--- src/design/fsl_pkg.sv ---
// constants shared by the flash protection/status host controller and its bus-cycle engine
// assumes one 40 MHz clock; flash pins are sampled synchronously to it
// How it works
// - status mode held until next command
// - bits 4 to 2 reserved, ignored
// - signature: command 90h then address 00h
// - write protect held low through power transitions; here held low only from reset until software sets CFG_WP
// - unlock: setup, start, confirm, end order
// - block address three or two cycles
// - start block not above end block
package fsl_pkg;
  // strobe timing
  localparam int CLK_MHZ = 40;
  localparam int STROBE_NS = 50;
  localparam logic [3:0] STROBE_CYC = 4'((STROBE_NS * CLK_MHZ + 999) / 1000);
  localparam logic [3:0] STROBE_LAST = STROBE_CYC - 4'h1;
  // flash command codes and signature address
  localparam logic [7:0] CMD_SIG = 8'h90;
  localparam logic [7:0] ADDR_SIG = 8'h00;
  localparam logic [7:0] CMD_STATUS = 8'h70;
  localparam logic [7:0] CMD_LOCK_ALL = 8'h2A;
  localparam logic [7:0] CMD_UNLOCK_SETUP = 8'h23;
  localparam logic [7:0] CMD_UNLOCK_CONF = 8'h24;
  // bus cycle kinds
  localparam logic [1:0] K_CMD = 2'h0;
  localparam logic [1:0] K_ADDR = 2'h1;
  localparam logic [1:0] K_READ = 2'h2;
  // register byte offsets
  localparam logic [4:0] REG_CTRL = 5'h00;
  localparam logic [4:0] REG_CFG = 5'h04;
  localparam logic [4:0] REG_START = 5'h08;
  localparam logic [4:0] REG_END = 5'h0C;
  localparam logic [4:0] REG_STAT = 5'h10;
  localparam logic [4:0] REG_SIG = 5'h14;
  // operation codes in the control register
  localparam logic [2:0] OP_STATUS = 3'h1;
  localparam logic [2:0] OP_POLL = 3'h2;
  localparam logic [2:0] OP_SIG = 3'h3;
  localparam logic [2:0] OP_LOCK = 3'h4;
  localparam logic [2:0] OP_UNLOCK = 3'h5;
  // config bits
  localparam int CFG_WP = 0;
  localparam int CFG_LOCKEN = 1;
  localparam int CFG_LARGE = 2;
  localparam logic [2:0] CFG_RESET = 3'h0;
  // flash status byte
  localparam int SB_READY = 6;
  localparam logic [7:0] RSV_MASK = 8'hE3;
  // last address cycle per block address, last signature read, block address width
  localparam logic [1:0] ADDR_LAST_LARGE = 2'h2;
  localparam logic [1:0] ADDR_LAST_SMALL = 2'h1;
  localparam logic [2:0] SIG_LAST = 3'h3;
  localparam int BLK_W = 24;
endpackage

--- src/design/fsl_bus_cycle.sv ---
// one flash bus cycle: command latch, address latch or read, with fixed strobe timing unless hold stretches a read
// assumes the caller holds start, kind and data steady until done
`timescale 1ns/100ps
`default_nettype none
module fsl_bus_cycle (
  input wire logic clk, // system clock
  input wire logic rst_n, // async reset, active low
  input wire logic start, // request a cycle
  input wire logic [1:0] kind, // cycle kind
  input wire logic [7:0] data, // command or address byte
  input wire logic hold, // keep read strobe low and resample
  output logic done, // cycle complete
  output logic rdValid, // read byte captured
  output logic [7:0] rdData, // captured byte
  output logic cle, // command latch enable
  output logic ale, // address latch enable
  output logic weN, // write strobe, active low
  output logic reN, // read strobe, active low
  input wire logic [7:0] ioIn, // data lines in
  output logic [7:0] ioOut, // data lines out
  output logic ioOeN // data output enable, low drives
);
  typedef enum logic [1:0] {E_IDLE, E_LOW, E_HIGH} fsl_eng_e;
  fsl_eng_e st;
  logic [3:0] cntReg;
  logic [1:0] kindReg;
  logic isRead;
  logic lowEnd;

  assign isRead = kindReg == fsl_pkg::K_READ;
  assign lowEnd = st == E_LOW && cntReg == 4'h0;
  assign done = st == E_HIGH && cntReg == 4'h0;

  always_ff @(posedge clk or negedge rst_n) begin
    if (!rst_n) begin
      st <= E_IDLE;
      cntReg <= 4'h0;
    end else begin
      case (st)
        E_IDLE: begin
          if (start) begin
            st <= E_LOW;
            cntReg <= fsl_pkg::STROBE_LAST;
          end
        end
        E_LOW: begin
          if (cntReg != 4'h0) begin
            cntReg <= cntReg - 4'h1;
          end else if (!(isRead && hold)) begin
            st <= E_HIGH;
            cntReg <= fsl_pkg::STROBE_LAST;
          end
        end
        default: begin
          if (cntReg == 4'h0) begin
            st <= E_IDLE;
          end else begin
            cntReg <= cntReg - 4'h1;
          end
        end
      endcase
    end
  end

  always_ff @(posedge clk or negedge rst_n) begin
    if (!rst_n) begin
      kindReg <= fsl_pkg::K_CMD;
      cle <= 1'b0;
      ale <= 1'b0;
      weN <= 1'b1;
      reN <= 1'b1;
      ioOut <= 8'h00;
      ioOeN <= 1'b1;
    end else if (st == E_IDLE && start) begin
      kindReg <= kind;
      cle <= kind == fsl_pkg::K_CMD;
      ale <= kind == fsl_pkg::K_ADDR;
      ioOut <= data;
      ioOeN <= kind == fsl_pkg::K_READ;
      weN <= kind == fsl_pkg::K_READ;
      reN <= kind != fsl_pkg::K_READ;
    end else if (lowEnd && !(isRead && hold)) begin
      weN <= 1'b1;
      reN <= 1'b1;
    end else if (done) begin
      cle <= 1'b0;
      ale <= 1'b0;
      ioOeN <= 1'b1;
    end
  end

  // sample after the access time; in hold every cycle
  always_ff @(posedge clk or negedge rst_n) begin
    if (!rst_n) begin
      rdValid <= 1'b0;
      rdData <= 8'h00;
    end else begin
      rdValid <= lowEnd && isRead;
      if (lowEnd && isRead) begin
        rdData <= ioIn;
      end
    end
  end

  AST_WE_PULSE: assert property (@(posedge clk) disable iff (!rst_n)
    $fell(weN) |-> !weN [*2] ##1 weN)
    else $error("write strobe pulse width wrong");

  AST_READ_SAMPLE: assert property (@(posedge clk) disable iff (!rst_n)
    rdValid |-> $past(reN) == 1'b0)
    else $error("read byte taken with read strobe high");

  AST_NO_DRIVE_ON_READ: assert property (@(posedge clk) disable iff (!rst_n)
    !reN |-> ioOeN && weN)
    else $error("data driven during read");
endmodule
`default_nettype wire

--- src/design/fsl_host_ctrl.sv ---
// host controller for status, signature and block lock sequences of a flash device
// assumes an Avalon-MM master with waitrequest and pins synchronous to clk
//
// The Avalon-MM slave port and the register addresses were chosen for this implementation.
`timescale 1ns/100ps
`default_nettype none
module fsl_host_ctrl (
  input wire logic clk, // 40 MHz clock
  input wire logic rst_n, // async reset, active low
  input wire logic [4:0] avAddress, // byte address
  input wire logic avRead, // read request
  input wire logic avWrite, // write request
  input wire logic [31:0] avWritedata, // write data
  output logic [31:0] avReaddata, // read data
  output logic avWaitrequest, // stall
  output logic ceN, // chip select, active low
  output logic cle, // command latch enable
  output logic ale, // address latch enable
  output logic weN, // write strobe, active low
  output logic reN, // read strobe, active low
  output logic wpN, // write protect, active low
  output logic lockFeatureEnable, // block lock enable
  input wire logic readyBusyN, // device ready, low busy
  input wire logic [7:0] ioIn, // data lines in
  output logic [7:0] ioOut, // data lines out
  output logic ioOeN // data output enable, low drives
);
  typedef enum logic [2:0] {
    S_IDLE, S_WAITRB, S_CMD, S_ADDR, S_CMD2, S_ADDR2, S_READ, S_DONE
  } fsl_state_e;
  fsl_state_e state;
  logic [2:0] cfgReg;
  logic [fsl_pkg::BLK_W-1:0] startBlkReg;
  logic [fsl_pkg::BLK_W-1:0] endBlkReg;
  logic [2:0] opReg;
  logic errReg;
  logic [7:0] statByteReg;
  logic [31:0] sigReg;
  logic ackReg;
  logic [31:0] rdDataReg;
  logic [1:0] addrIdxReg;
  logic [2:0] readIdxReg;
  logic ceNReg;
  logic busy;
  logic req;
  logic canAccept;
  logic wrTake;
  logic launch;
  logic lockOk;
  logic refuse;
  logic [1:0] addrLast;
  logic engStart;
  logic [1:0] engKind;
  logic [7:0] engData;
  logic engHold;
  logic engDone;
  logic engRdValid;
  logic [7:0] engRdData;
  logic [31:0] readMux;
  logic isStatOp;

  function automatic logic [7:0] addrByte(input logic [fsl_pkg::BLK_W-1:0] blk,
                                          input logic [1:0] idx);
    addrByte = blk[{idx, 3'b000} +: 8];
  endfunction

  function automatic logic [7:0] cmdFor(input logic [2:0] op);
    if (op == fsl_pkg::OP_SIG) begin
      cmdFor = fsl_pkg::CMD_SIG;
    end else if (op == fsl_pkg::OP_LOCK) begin
      cmdFor = fsl_pkg::CMD_LOCK_ALL;
    end else if (op == fsl_pkg::OP_UNLOCK) begin
      cmdFor = fsl_pkg::CMD_UNLOCK_SETUP;
    end else begin
      cmdFor = fsl_pkg::CMD_STATUS;
    end
  endfunction

  // register bus
  assign busy = state != S_IDLE;
  assign req = avRead || avWrite;
  assign canAccept = !(avWrite && avAddress == fsl_pkg::REG_CTRL && busy);
  assign avWaitrequest = req && !ackReg;
  assign wrTake = avWrite && ackReg;
  assign launch = wrTake && avAddress == fsl_pkg::REG_CTRL;
  assign avReaddata = rdDataReg;

  always_comb begin
    if (avAddress == fsl_pkg::REG_CTRL) begin
      readMux = {29'h0, opReg};
    end else if (avAddress == fsl_pkg::REG_CFG) begin
      readMux = {29'h0, cfgReg};
    end else if (avAddress == fsl_pkg::REG_START) begin
      readMux = {8'h00, startBlkReg};
    end else if (avAddress == fsl_pkg::REG_END) begin
      readMux = {8'h00, endBlkReg};
    end else if (avAddress == fsl_pkg::REG_STAT) begin
      readMux = {16'h0000, statByteReg, 5'h00, readyBusyN, errReg, busy};
    end else if (avAddress == fsl_pkg::REG_SIG) begin
      readMux = sigReg;
    end else begin
      readMux = 32'h0000_0000;
    end
  end

  always_ff @(posedge clk or negedge rst_n) begin
    if (!rst_n) begin
      ackReg <= 1'b0;
      rdDataReg <= 32'h0000_0000;
    end else begin
      ackReg <= req && !ackReg && canAccept;
      if (req && !ackReg) begin
        rdDataReg <= readMux;
      end
    end
  end

  // configuration; protect stays asserted from reset until software releases it
  always_ff @(posedge clk or negedge rst_n) begin
    if (!rst_n) begin
      cfgReg <= fsl_pkg::CFG_RESET;
      startBlkReg <= '0;
      endBlkReg <= '0;
    end else if (wrTake) begin
      if (avAddress == fsl_pkg::REG_CFG) begin
        cfgReg <= avWritedata[2:0];
      end else if (avAddress == fsl_pkg::REG_START) begin
        startBlkReg <= avWritedata[fsl_pkg::BLK_W-1:0];
      end else if (avAddress == fsl_pkg::REG_END) begin
        endBlkReg <= avWritedata[fsl_pkg::BLK_W-1:0];
      end
    end
  end

  assign wpN = cfgReg[fsl_pkg::CFG_WP];
  assign lockFeatureEnable = cfgReg[fsl_pkg::CFG_LOCKEN];

  // sequencing
  assign lockOk = cfgReg[fsl_pkg::CFG_LOCKEN];
  assign refuse = (avWritedata[2:0] == fsl_pkg::OP_LOCK && !lockOk) ||
                  (avWritedata[2:0] == fsl_pkg::OP_UNLOCK &&
                   (!lockOk || startBlkReg > endBlkReg)) ||
                  avWritedata[2:0] == 3'h0 || avWritedata[2:0] > fsl_pkg::OP_UNLOCK;
  assign addrLast = (opReg == fsl_pkg::OP_SIG) ? 2'h0 :
                    cfgReg[fsl_pkg::CFG_LARGE] ? fsl_pkg::ADDR_LAST_LARGE :
                    fsl_pkg::ADDR_LAST_SMALL;
  assign isStatOp = opReg == fsl_pkg::OP_STATUS || opReg == fsl_pkg::OP_POLL;

  always_ff @(posedge clk or negedge rst_n) begin
    if (!rst_n) begin
      state <= S_IDLE;
      opReg <= 3'h0;
      addrIdxReg <= 2'h0;
      readIdxReg <= 3'h0;
    end else begin
      case (state)
        S_IDLE: begin
          addrIdxReg <= 2'h0;
          readIdxReg <= 3'h0;
          if (launch && !refuse) begin
            opReg <= avWritedata[2:0];
            if (avWritedata[2:0] == fsl_pkg::OP_STATUS ||
                avWritedata[2:0] == fsl_pkg::OP_POLL) begin
              state <= S_CMD;
            end else begin
              state <= S_WAITRB;
            end
          end
        end
        S_WAITRB: begin
          if (readyBusyN) begin
            state <= S_CMD;
          end
        end
        S_CMD: begin
          if (engDone) begin
            if (isStatOp) begin
              state <= S_READ;
            end else if (opReg == fsl_pkg::OP_LOCK) begin
              state <= S_DONE;
            end else begin
              state <= S_ADDR;
            end
          end
        end
        S_ADDR: begin
          if (engDone) begin
            if (addrIdxReg == addrLast) begin
              addrIdxReg <= 2'h0;
              state <= (opReg == fsl_pkg::OP_UNLOCK) ? S_CMD2 : S_READ;
            end else begin
              addrIdxReg <= addrIdxReg + 2'h1;
            end
          end
        end
        S_CMD2: begin
          if (engDone) begin
            state <= S_ADDR2;
          end
        end
        S_ADDR2: begin
          if (engDone) begin
            if (addrIdxReg == addrLast) begin
              state <= S_DONE;
            end else begin
              addrIdxReg <= addrIdxReg + 2'h1;
            end
          end
        end
        S_READ: begin
          if (engDone) begin
            if (opReg == fsl_pkg::OP_SIG && readIdxReg != fsl_pkg::SIG_LAST) begin
              readIdxReg <= readIdxReg + 3'h1;
            end else begin
              state <= S_DONE;
            end
          end
        end
        default: begin
          state <= S_IDLE;
        end
      endcase
    end
  end

  // refused orders
  always_ff @(posedge clk or negedge rst_n) begin
    if (!rst_n) begin
      errReg <= 1'b0;
    end else if (launch) begin
      errReg <= refuse;
    end
  end

  // chip select low only during an active sequence
  always_ff @(posedge clk or negedge rst_n) begin
    if (!rst_n) begin
      ceNReg <= 1'b1;
    end else begin
      ceNReg <= !(state == S_CMD || state == S_ADDR || state == S_CMD2 ||
                  state == S_ADDR2 || state == S_READ);
    end
  end
  assign ceN = ceNReg;

  // engine request
  // no stray cycle in the done slot, where chip select is still low
  assign engStart = !ceNReg && state != S_DONE;
  always_comb begin
    engKind = fsl_pkg::K_CMD;
    engData = cmdFor(opReg);
    if (state == S_CMD2) begin
      engData = fsl_pkg::CMD_UNLOCK_CONF;
    end else if (state == S_ADDR) begin
      engKind = fsl_pkg::K_ADDR;
      engData = (opReg == fsl_pkg::OP_SIG) ? fsl_pkg::ADDR_SIG :
                addrByte(startBlkReg, addrIdxReg);
    end else if (state == S_ADDR2) begin
      engKind = fsl_pkg::K_ADDR;
      engData = addrByte(endBlkReg, addrIdxReg);
    end else if (state == S_READ) begin
      engKind = fsl_pkg::K_READ;
    end
  end
  // poll keeps the read strobe low until the device reports ready
  assign engHold = state == S_READ && opReg == fsl_pkg::OP_POLL &&
                   !(engRdValid && engRdData[fsl_pkg::SB_READY]);

  // captured bytes; reserved status bits cleared
  always_ff @(posedge clk or negedge rst_n) begin
    if (!rst_n) begin
      statByteReg <= 8'h00;
      sigReg <= 32'h0000_0000;
    end else if (engRdValid && state == S_READ) begin
      if (isStatOp) begin
        statByteReg <= engRdData & fsl_pkg::RSV_MASK;
      end else begin
        sigReg[{readIdxReg[1:0], 3'b000} +: 8] <= engRdData;
      end
    end
  end

  fsl_bus_cycle uCycle (
    .clk(clk),
    .rst_n(rst_n),
    .start(engStart),
    .kind(engKind),
    .data(engData),
    .hold(engHold),
    .done(engDone),
    .rdValid(engRdValid),
    .rdData(engRdData),
    .cle(cle),
    .ale(ale),
    .weN(weN),
    .reN(reN),
    .ioIn(ioIn),
    .ioOut(ioOut),
    .ioOeN(ioOeN)
  );

  AST_SIG_ADDR_ZERO: assert property (@(posedge clk) disable iff (!rst_n)
    state == S_ADDR && opReg == fsl_pkg::OP_SIG |-> engData == fsl_pkg::ADDR_SIG)
    else $error("signature address byte not zero");

  AST_SIG_ONE_ADDR: assert property (@(posedge clk) disable iff (!rst_n)
    state == S_ADDR && opReg == fsl_pkg::OP_SIG && engDone |=> state == S_READ)
    else $error("signature sent more than one address cycle");

  AST_SIG_FOUR: assert property (@(posedge clk) disable iff (!rst_n)
    state == S_READ && opReg == fsl_pkg::OP_SIG && engDone && readIdxReg == fsl_pkg::SIG_LAST
    |=> state == S_DONE)
    else $error("signature did not end after four reads");

  AST_UNLOCK_ORDER: assert property (@(posedge clk) disable iff (!rst_n)
    state == S_CMD2 |-> $past(state) == S_ADDR || $past(state) == S_CMD2)
    else $error("unlock confirm not after start address");

  AST_ADDR_CYCLES: assert property (@(posedge clk) disable iff (!rst_n)
    $rose(state == S_CMD2) |-> $past(addrIdxReg) ==
      (cfgReg[fsl_pkg::CFG_LARGE] ? fsl_pkg::ADDR_LAST_LARGE : fsl_pkg::ADDR_LAST_SMALL))
    else $error("wrong number of block address cycles");

  AST_RANGE_ORDER: assert property (@(posedge clk) disable iff (!rst_n)
    state == S_CMD && opReg == fsl_pkg::OP_UNLOCK |-> startBlkReg <= endBlkReg)
    else $error("unlock issued with start above end");

  AST_LOCK_NEEDS_ENABLE: assert property (@(posedge clk) disable iff (!rst_n)
    $rose(state == S_WAITRB) && (opReg == fsl_pkg::OP_LOCK || opReg == fsl_pkg::OP_UNLOCK)
    |-> lockFeatureEnable)
    else $error("lock command without lock enable");

  AST_WAIT_READY: assert property (@(posedge clk) disable iff (!rst_n)
    state == S_WAITRB && !readyBusyN |=> state == S_WAITRB)
    else $error("command issued while device busy");

  AST_RESERVED_ZERO: assert property (@(posedge clk) disable iff (!rst_n)
    (statByteReg & ~fsl_pkg::RSV_MASK) == 8'h00)
    else $error("reserved status bits kept");

  AST_WP_FROM_RESET: assert property (@(posedge clk) disable iff (!rst_n)
    $rose(wpN) |-> $past(wrTake) && $past(avAddress) == fsl_pkg::REG_CFG)
    else $error("write protect released without config write");
endmodule
`default_nettype wire

--- config.mk ---
export PLATFORM = sky130hd
export DESIGN_NAME = fsl_host_ctrl
export DESIGN_NICKNAME = d
export VERILOG_FILES = /design/src/design/fsl_pkg.sv /design/src/design/fsl_bus_cycle.sv /design/src/design/fsl_host_ctrl.sv
export SDC_FILE = /design/constraint.sdc
export NUM_CORES = 1
export LEC_CHECK = 0
export BUFFER_PORTS_ARGS = -buffer_cell sky130_fd_sc_hd__buf_2
export CORE_ASPECT_RATIO = 1.75
export CORE_MARGIN = 2
export CORE_UTILIZATION = 35
export CTS_BUF_LIST = sky130_fd_sc_hd__clkbuf_16
export DETAILED_ROUTE_END_ITERATION = 16
export SYNTH_ARGS = -nofsm -noshare
export SYNTH_HDL_FRONTEND = slang
export SYNTH_HIERARCHICAL = 1
export SYNTH_SLANG_ARGS = --single-unit
--- constraint.sdc ---
create_clock -name clk -period 3 [get_ports clk]
set_input_delay 0.6 -clock clk [delete_from_list [all_inputs] [get_ports clk]]
set_output_delay 0.6 -clock clk [all_outputs]
set_load 0.02 [all_outputs]
# Word-level counts from Yosys, hierarchy flattened
# Index checks and enable logic that the tools add are counted.
# word_totals
reg_bits	164
# op_classes
n_addsub	4
n_lt_le_gt_ge	2
eq_ne	47
shift	4
mux	63
bitwise	3
reduce_logical	65
# op_table
op	count
32-bit 2-to-1 mux	6
24-bit by 6-bit indexed part select with 8-bit output	2
3-bit 2-to-1 mux	14
8-bit 2-to-1 mux	5
32-bit bitwise mux	1
2-bit 2-to-1 mux	16
8-bit by 7-bit variable shift with 32-bit output (first input constant)	1
8-bit by 7-bit indexed part select with 32-bit output	1
2-bit inequality test (second input constant)	15
24-bit greater-than comparator	1
3-bit equality test (second input constant)	7
1-bit logical AND	21
3-bit one-hot mux with 7 select lines	1
4-bit 2-to-1 mux	4
3-bit by 2-bit equality test with 1-bit output (second input constant)	5
7-bit 2-to-1 mux	2
4-bit AND reduction	3
1-bit logical OR	11
5-bit by 4-bit equality test with 1-bit output (second input constant)	2
5-bit equality test (second input constant)	2
1-bit 2-to-1 mux	10
10-bit AND reduction	1
2-bit AND reduction	5
3-bit by 1-bit equality test with 1-bit output (second input constant)	3
26 further kinds	49

# Logic depth before layout (Yosys ltp)
# logic_depth
depth_word	10
depth_mapped	10
ltp_nobuf	10

# By module
# Netlist, hierarchy kept.
# by_module_without_submodules
mod	instances	cells_each	area_per_inst_um2	seq_area_each_um2
fsl_host_ctrl	1	801	7218.2	3354.5
fsl_bus_cycle	1	97	1298.7	754.5

# Worst setup path after synthesis
# No wires, ideal clock.
# synth_timing
path_type	flip-flop to flip-flop
start	reg uCycle.cntReg[0]
end	reg state[0]
setup_ps	76
t_arrival_ps	2353
path_slack_ps	570
stages_incl_launch_ff	10
period_less_slack_ps	2430
path_cell_list	dfrtp_1 > inv_1 > ha_1 > or3b_4 > nor3b_4 > inv_1 > a211oi_1 > a21oi_1 > or4_1 > o21ai_1
# synth_between
elab_chain_cells	4
elab_cells_between_ends	8
# synth_rtl
item	line	source
start, declared	fsl_bus_cycle.sv:25	logic [3:0] cntReg;
start signal, assigned	fsl_bus_cycle.sv:43	cntReg <= fsl_pkg::STROBE_LAST;
start signal, assigned	fsl_bus_cycle.sv:48	cntReg <= cntReg - 4'h1;
start signal, assigned	fsl_bus_cycle.sv:51	cntReg <= fsl_pkg::STROBE_LAST;
4-bit zero test *	fsl_bus_cycle.sv:32	assign done = st == E_HIGH && cntReg == 4'h0;
1-bit logical AND *	fsl_bus_cycle.sv:32	
via engDone	fsl_host_ctrl.sv:56	logic engDone;
2-bit inequality test (no source line)	--	
10-bit AND reduction (no source line) *	--	
end signal, assigned	fsl_host_ctrl.sv:190	state <= (opReg == fsl_pkg::OP_UNLOCK) ? S_CMD2 : S_READ;
end, declared	fsl_host_ctrl.sv:31	fsl_state_e state;
# Mark *: on every way through the listed nets, which the timed path passes. The rest lies on a longest branch.
# A chain may end at the register's enable or synchronous reset.

# Final worst setup path
# Ends and elaborated chain as after synthesis.

==> results.py <==
metrics = {
    "outcome": {
        "outcome": "finished, final reports clean",
    },
    "worst_setup_path": {
        "startpoint": "uCycle/cntReg[0]",
        "cp_cell_sequence": "inv_1 > ha_1 > or3b_4 > nor3b_4 > inv_1 > a211oi_1 > a21oi_1 > or4_1 > o21ai_1",
        "cp_slowest_stage_delay_ps": 480,
        "cp.required_ps": 3370,
        "r2r_start": "uCycle/cntReg[0]",
        "path_delay_family": "simple AND/OR/NAND/NOR gates",
        "cp_max_fo": 5,
        "worstSetupStartpointType": "register",
        "rrSetupSlack_ps": 430,
        "reg2regPathDepth": 9,
        "crit_top_cell": "inv_1",
        "endpoint": "state[0]",
        "cp_slowest_cell": "or4_1",
        "crit_type": "reg -> reg",
        "reg2reg_to": "state[0]",
        "cp.arrival_ps": 2950,
        "setup.worst_path.end_class": "register",
        "cp_num_cells": 9,
        "path_buf_inv": 2,
    },
    "routing": {
        "viasPerCell": 5.38,
        "wl_um": 25700,
        "firstDrtPassIters": 5,
        "via_count": 7028,
        "drc_errors": 0,
        "wire_per_inst_um": 19.6,
        "detail_route.iter0.violations": 413,
        "ant_nets": 0,
    },
    "floorplan": {
        "die_h_um": 210,
        "dieArea_um2": 25600,
        "fp.dieW_um": 122,
        "ios": 99,
        "initial_core_util_pct": 35.6,
        "core_area_um2": 23900,
        "rows": 75,
    },
    "place": {
        "dpl.hpwl_um": 19600,
        "port_buffers": 90,
        "dp_cells": 1275,
        "globalplace.congestion": 0.914,
    },
    "cts": {
        "postCtsSetupRepairBufs": 0,
        "cts_tree": "done",
        "hold_buffers": 0,
        "htreeDepth": 4,
        "clkSinkCount": 164,
        "cts_resized": 0,
        "clock_path_buffers": 2,
        "numCtsBuffers": 17,
        "clkSlewWorstSetupHoldPaths_ps": 80,
        "cts-root-buf": "clkbuf_16",
        "clock_latency_ps": 450,
    },
    "global_routing": {
        "grt_antenna_before_repair": 0,
        "grt_pass1_vias": 7207,
        "gr-total-overflow": 0,
        "grt_pass1_wl_um": 40500,
        "grt_max_degree": 58,
        "grt_usage_pct": 21.1,
    },
    "synthesis": {
        "async_flop_share_pct": 100,
        "ys_seq_area_share_pct": 48.2,
        "syn_area_per_cell_um2": 9.48,
        "synth_cell_types": 71,
        "synth-edff-count": 0,
        "ys_ff_latch": 164,
        "synth.largest_area_cell": "dfrtp_1",
        "synthCells": 898,
        "syn-num-nets": 980,
        "yosysWarnings": 6,
        "ys_top_cells_by_area": "dfrtp_1 (47%), o21ai_0 (7.6%), nand2_1 (7.4%)",
        "synth_area_um2": 8520,
        "synth_top_area_share_pct": 47.0,
        "ys.flop_type": "dfrtp_1",
    },
    "sta": {
        "timing.fmax_mhz": 389,
        "fin_tns_setup_ps": 0,
        "period_share_pct": 85.7,
        "fin_crit_ps": 2570,
        "finalClockSkew_ps": 11.7,
        "slew_viol_final": 0,
        "max_slew_margin_pct": 19.9,
        "rsz0062_at_grt": "false",
        "finalSetupViolCount": 0,
        "hold_viol": 0,
        "tightest_slew_ps": 1200,
    },
    "cells_and_area": {
        "final_nets": 1068,
        "area_growth_pct": 17.6,
        "n_antenna_cell": 0,
        "drive_above_1_share_pct": 22.6,
        "stdcell_count": 1307,
        "fill_cells": 2376,
    },
    "worst_hold_path": {
        "hp-class": "in -> async",
    },
    "power_and_ir_drop": {
        "cellPowerDensity_nw_per_um2": 751,
        "total_leakage_power_uw": 0.00454,
        "peakVddDrop_mv": 0.481,
    },
    "flow_run": {
        "max_cap_violations": 0,
    },
}
## worst min path at each step
stage               slack, ps              to  cells past startpoint
floorplan                 300          ackReg                      0
global placement          460  avReaddata[16]                      2
detailed placement        470   avReaddata[7]                      2
CTS                        70  avReaddata[19]                      1
global route               90   avReaddata[5]                      1
finish                     70   avReaddata[5]                      1
## per-layer routing
layer  global-route usage (%)  part of all wire, %  wire length (µm)  vias to the layer above
met5                        0                    0                 0                        -
met4                     12.5                  5.8              1490                        0
met3                     4.03                  3.7               940                       65
met2                     37.2                   53             13600                      170
met1                     23.2                   37              9580                     3440
li1                         -                    -                 -                     3353
## layout by cell type (no fill, tap or decap), types with 6 or more instances in the layout
cell type	n
a21oi_1	38
a221oi_1	6
a22o_1	10
a22oi_1	16
a31oi_1	6
buf_2	89
buf_4	26
clkbuf_16	17
dfrtp_1	160
ha_1	32
inv_1	41
mux2_2	49
mux2i_1	17
nand2_1	167
nand3_1	8
nand4_1	7
nor2_1	40
nor2b_1	8
nor3_1	10
nor3b_1	9
o21ai_0	129
o22ai_1	7
o31ai_1	8
## cells in the mapped netlist, types with 4 or more instances
library cell,instances
a211oi_1,4
a21oi_1,38
a221oi_1,6
a22o_1,10
a22oi_1,16
a31oi_1,6
a32oi_1,4
buf_1,4
buf_2,12
clkbuf_1,33
dfrtp_1,160
dfstp_2,4
ha_1,32
inv_1,40
mux2_2,49
mux2i_1,17
nand2_1,167
nand2b_1,4
nand3_1,8
nand4_1,7
nor2_1,42
nor2b_1,8
nor3_1,10
nor3b_1,10
o21ai_0,129
o22ai_1,7
o31ai_1,8
or3_1,4
xnor2_1,4
## sequential cells by signal, indices dropped and copies added, names as in the netlist, 4 cells and up
name and cells:
uCycle/rdData 8, avReaddata 32, uCycle/ioOut 8, startBlkReg 24, endBlkReg 24, uCycle/cntReg 4, sigReg 32, statByteReg 5
## through the flow
stage / hold slack (ps) / util (%) / cell area [µm²] / setup slack, ps / total power, µW
after global routing: 90.5 / 41.8 / 10000 / 195 / 7960
final: 67.8 / 41.8 / 10000 / 429 / 7510
after global placement: 460 / 39.4 / 9440 / 265 / 5370
after detailed placement: 470 / 39.4 / 9440 / 248 / 5410
after floorplan: 304 / - / 8520 / 570 / 4530
after CTS: 67.1 / 41.8 / 10000 / 410 / 7570
## cell type report
type,instances,area [µm²],share of cell area [%]
clock buffers,17,425,4.25
clock inverters,15,151,1.51
inverters,40,150,1.50
multi-input cells,644,4080,40.7
flip-flops and latches,164,4110,41.0
well taps,308,385,3.85
repair buffers,119,712,7.11
## where the power goes
| group | switching, µW | internal [µW] | total, µW |
|---|---|---|---|
| combinational | 1400 | 940 | 2340 |
| sequential | 429 | 2600 | 3030 |
| clock | 983 | 1160 | 2150 |
| total | 2810 | 4710 | 7510 |
## kinds of logic (layout without fill, tap and decap cells)
group | Yosys count | count (layout) | share of synthesized area [%]
flops | 164 | 164 | 48.2
simple gates | 288 | 288 | 16.0
mux | 66 | 66 | 8.48
buf+inv | 90 | 191 | 4.19
xor+xnor | 4 | 4 | 0.411
fa+ha+maj | 32 | 32 | 4.70
compound gates | 254 | 254 | 18.0
## worst reg2reg max path: cells and delay by family (launching register included)
family | cells | cell delay, ps
AND/OR/NAND/NOR | 3 | 1180
flip-flops | 1 | 400
adder cells (fa/ha/maj) | 1 | 220
buffers and inverters | 2 | 220
AO/OA/AOI/OAI | 3 | 470
(Power assumes the default switching activity.)
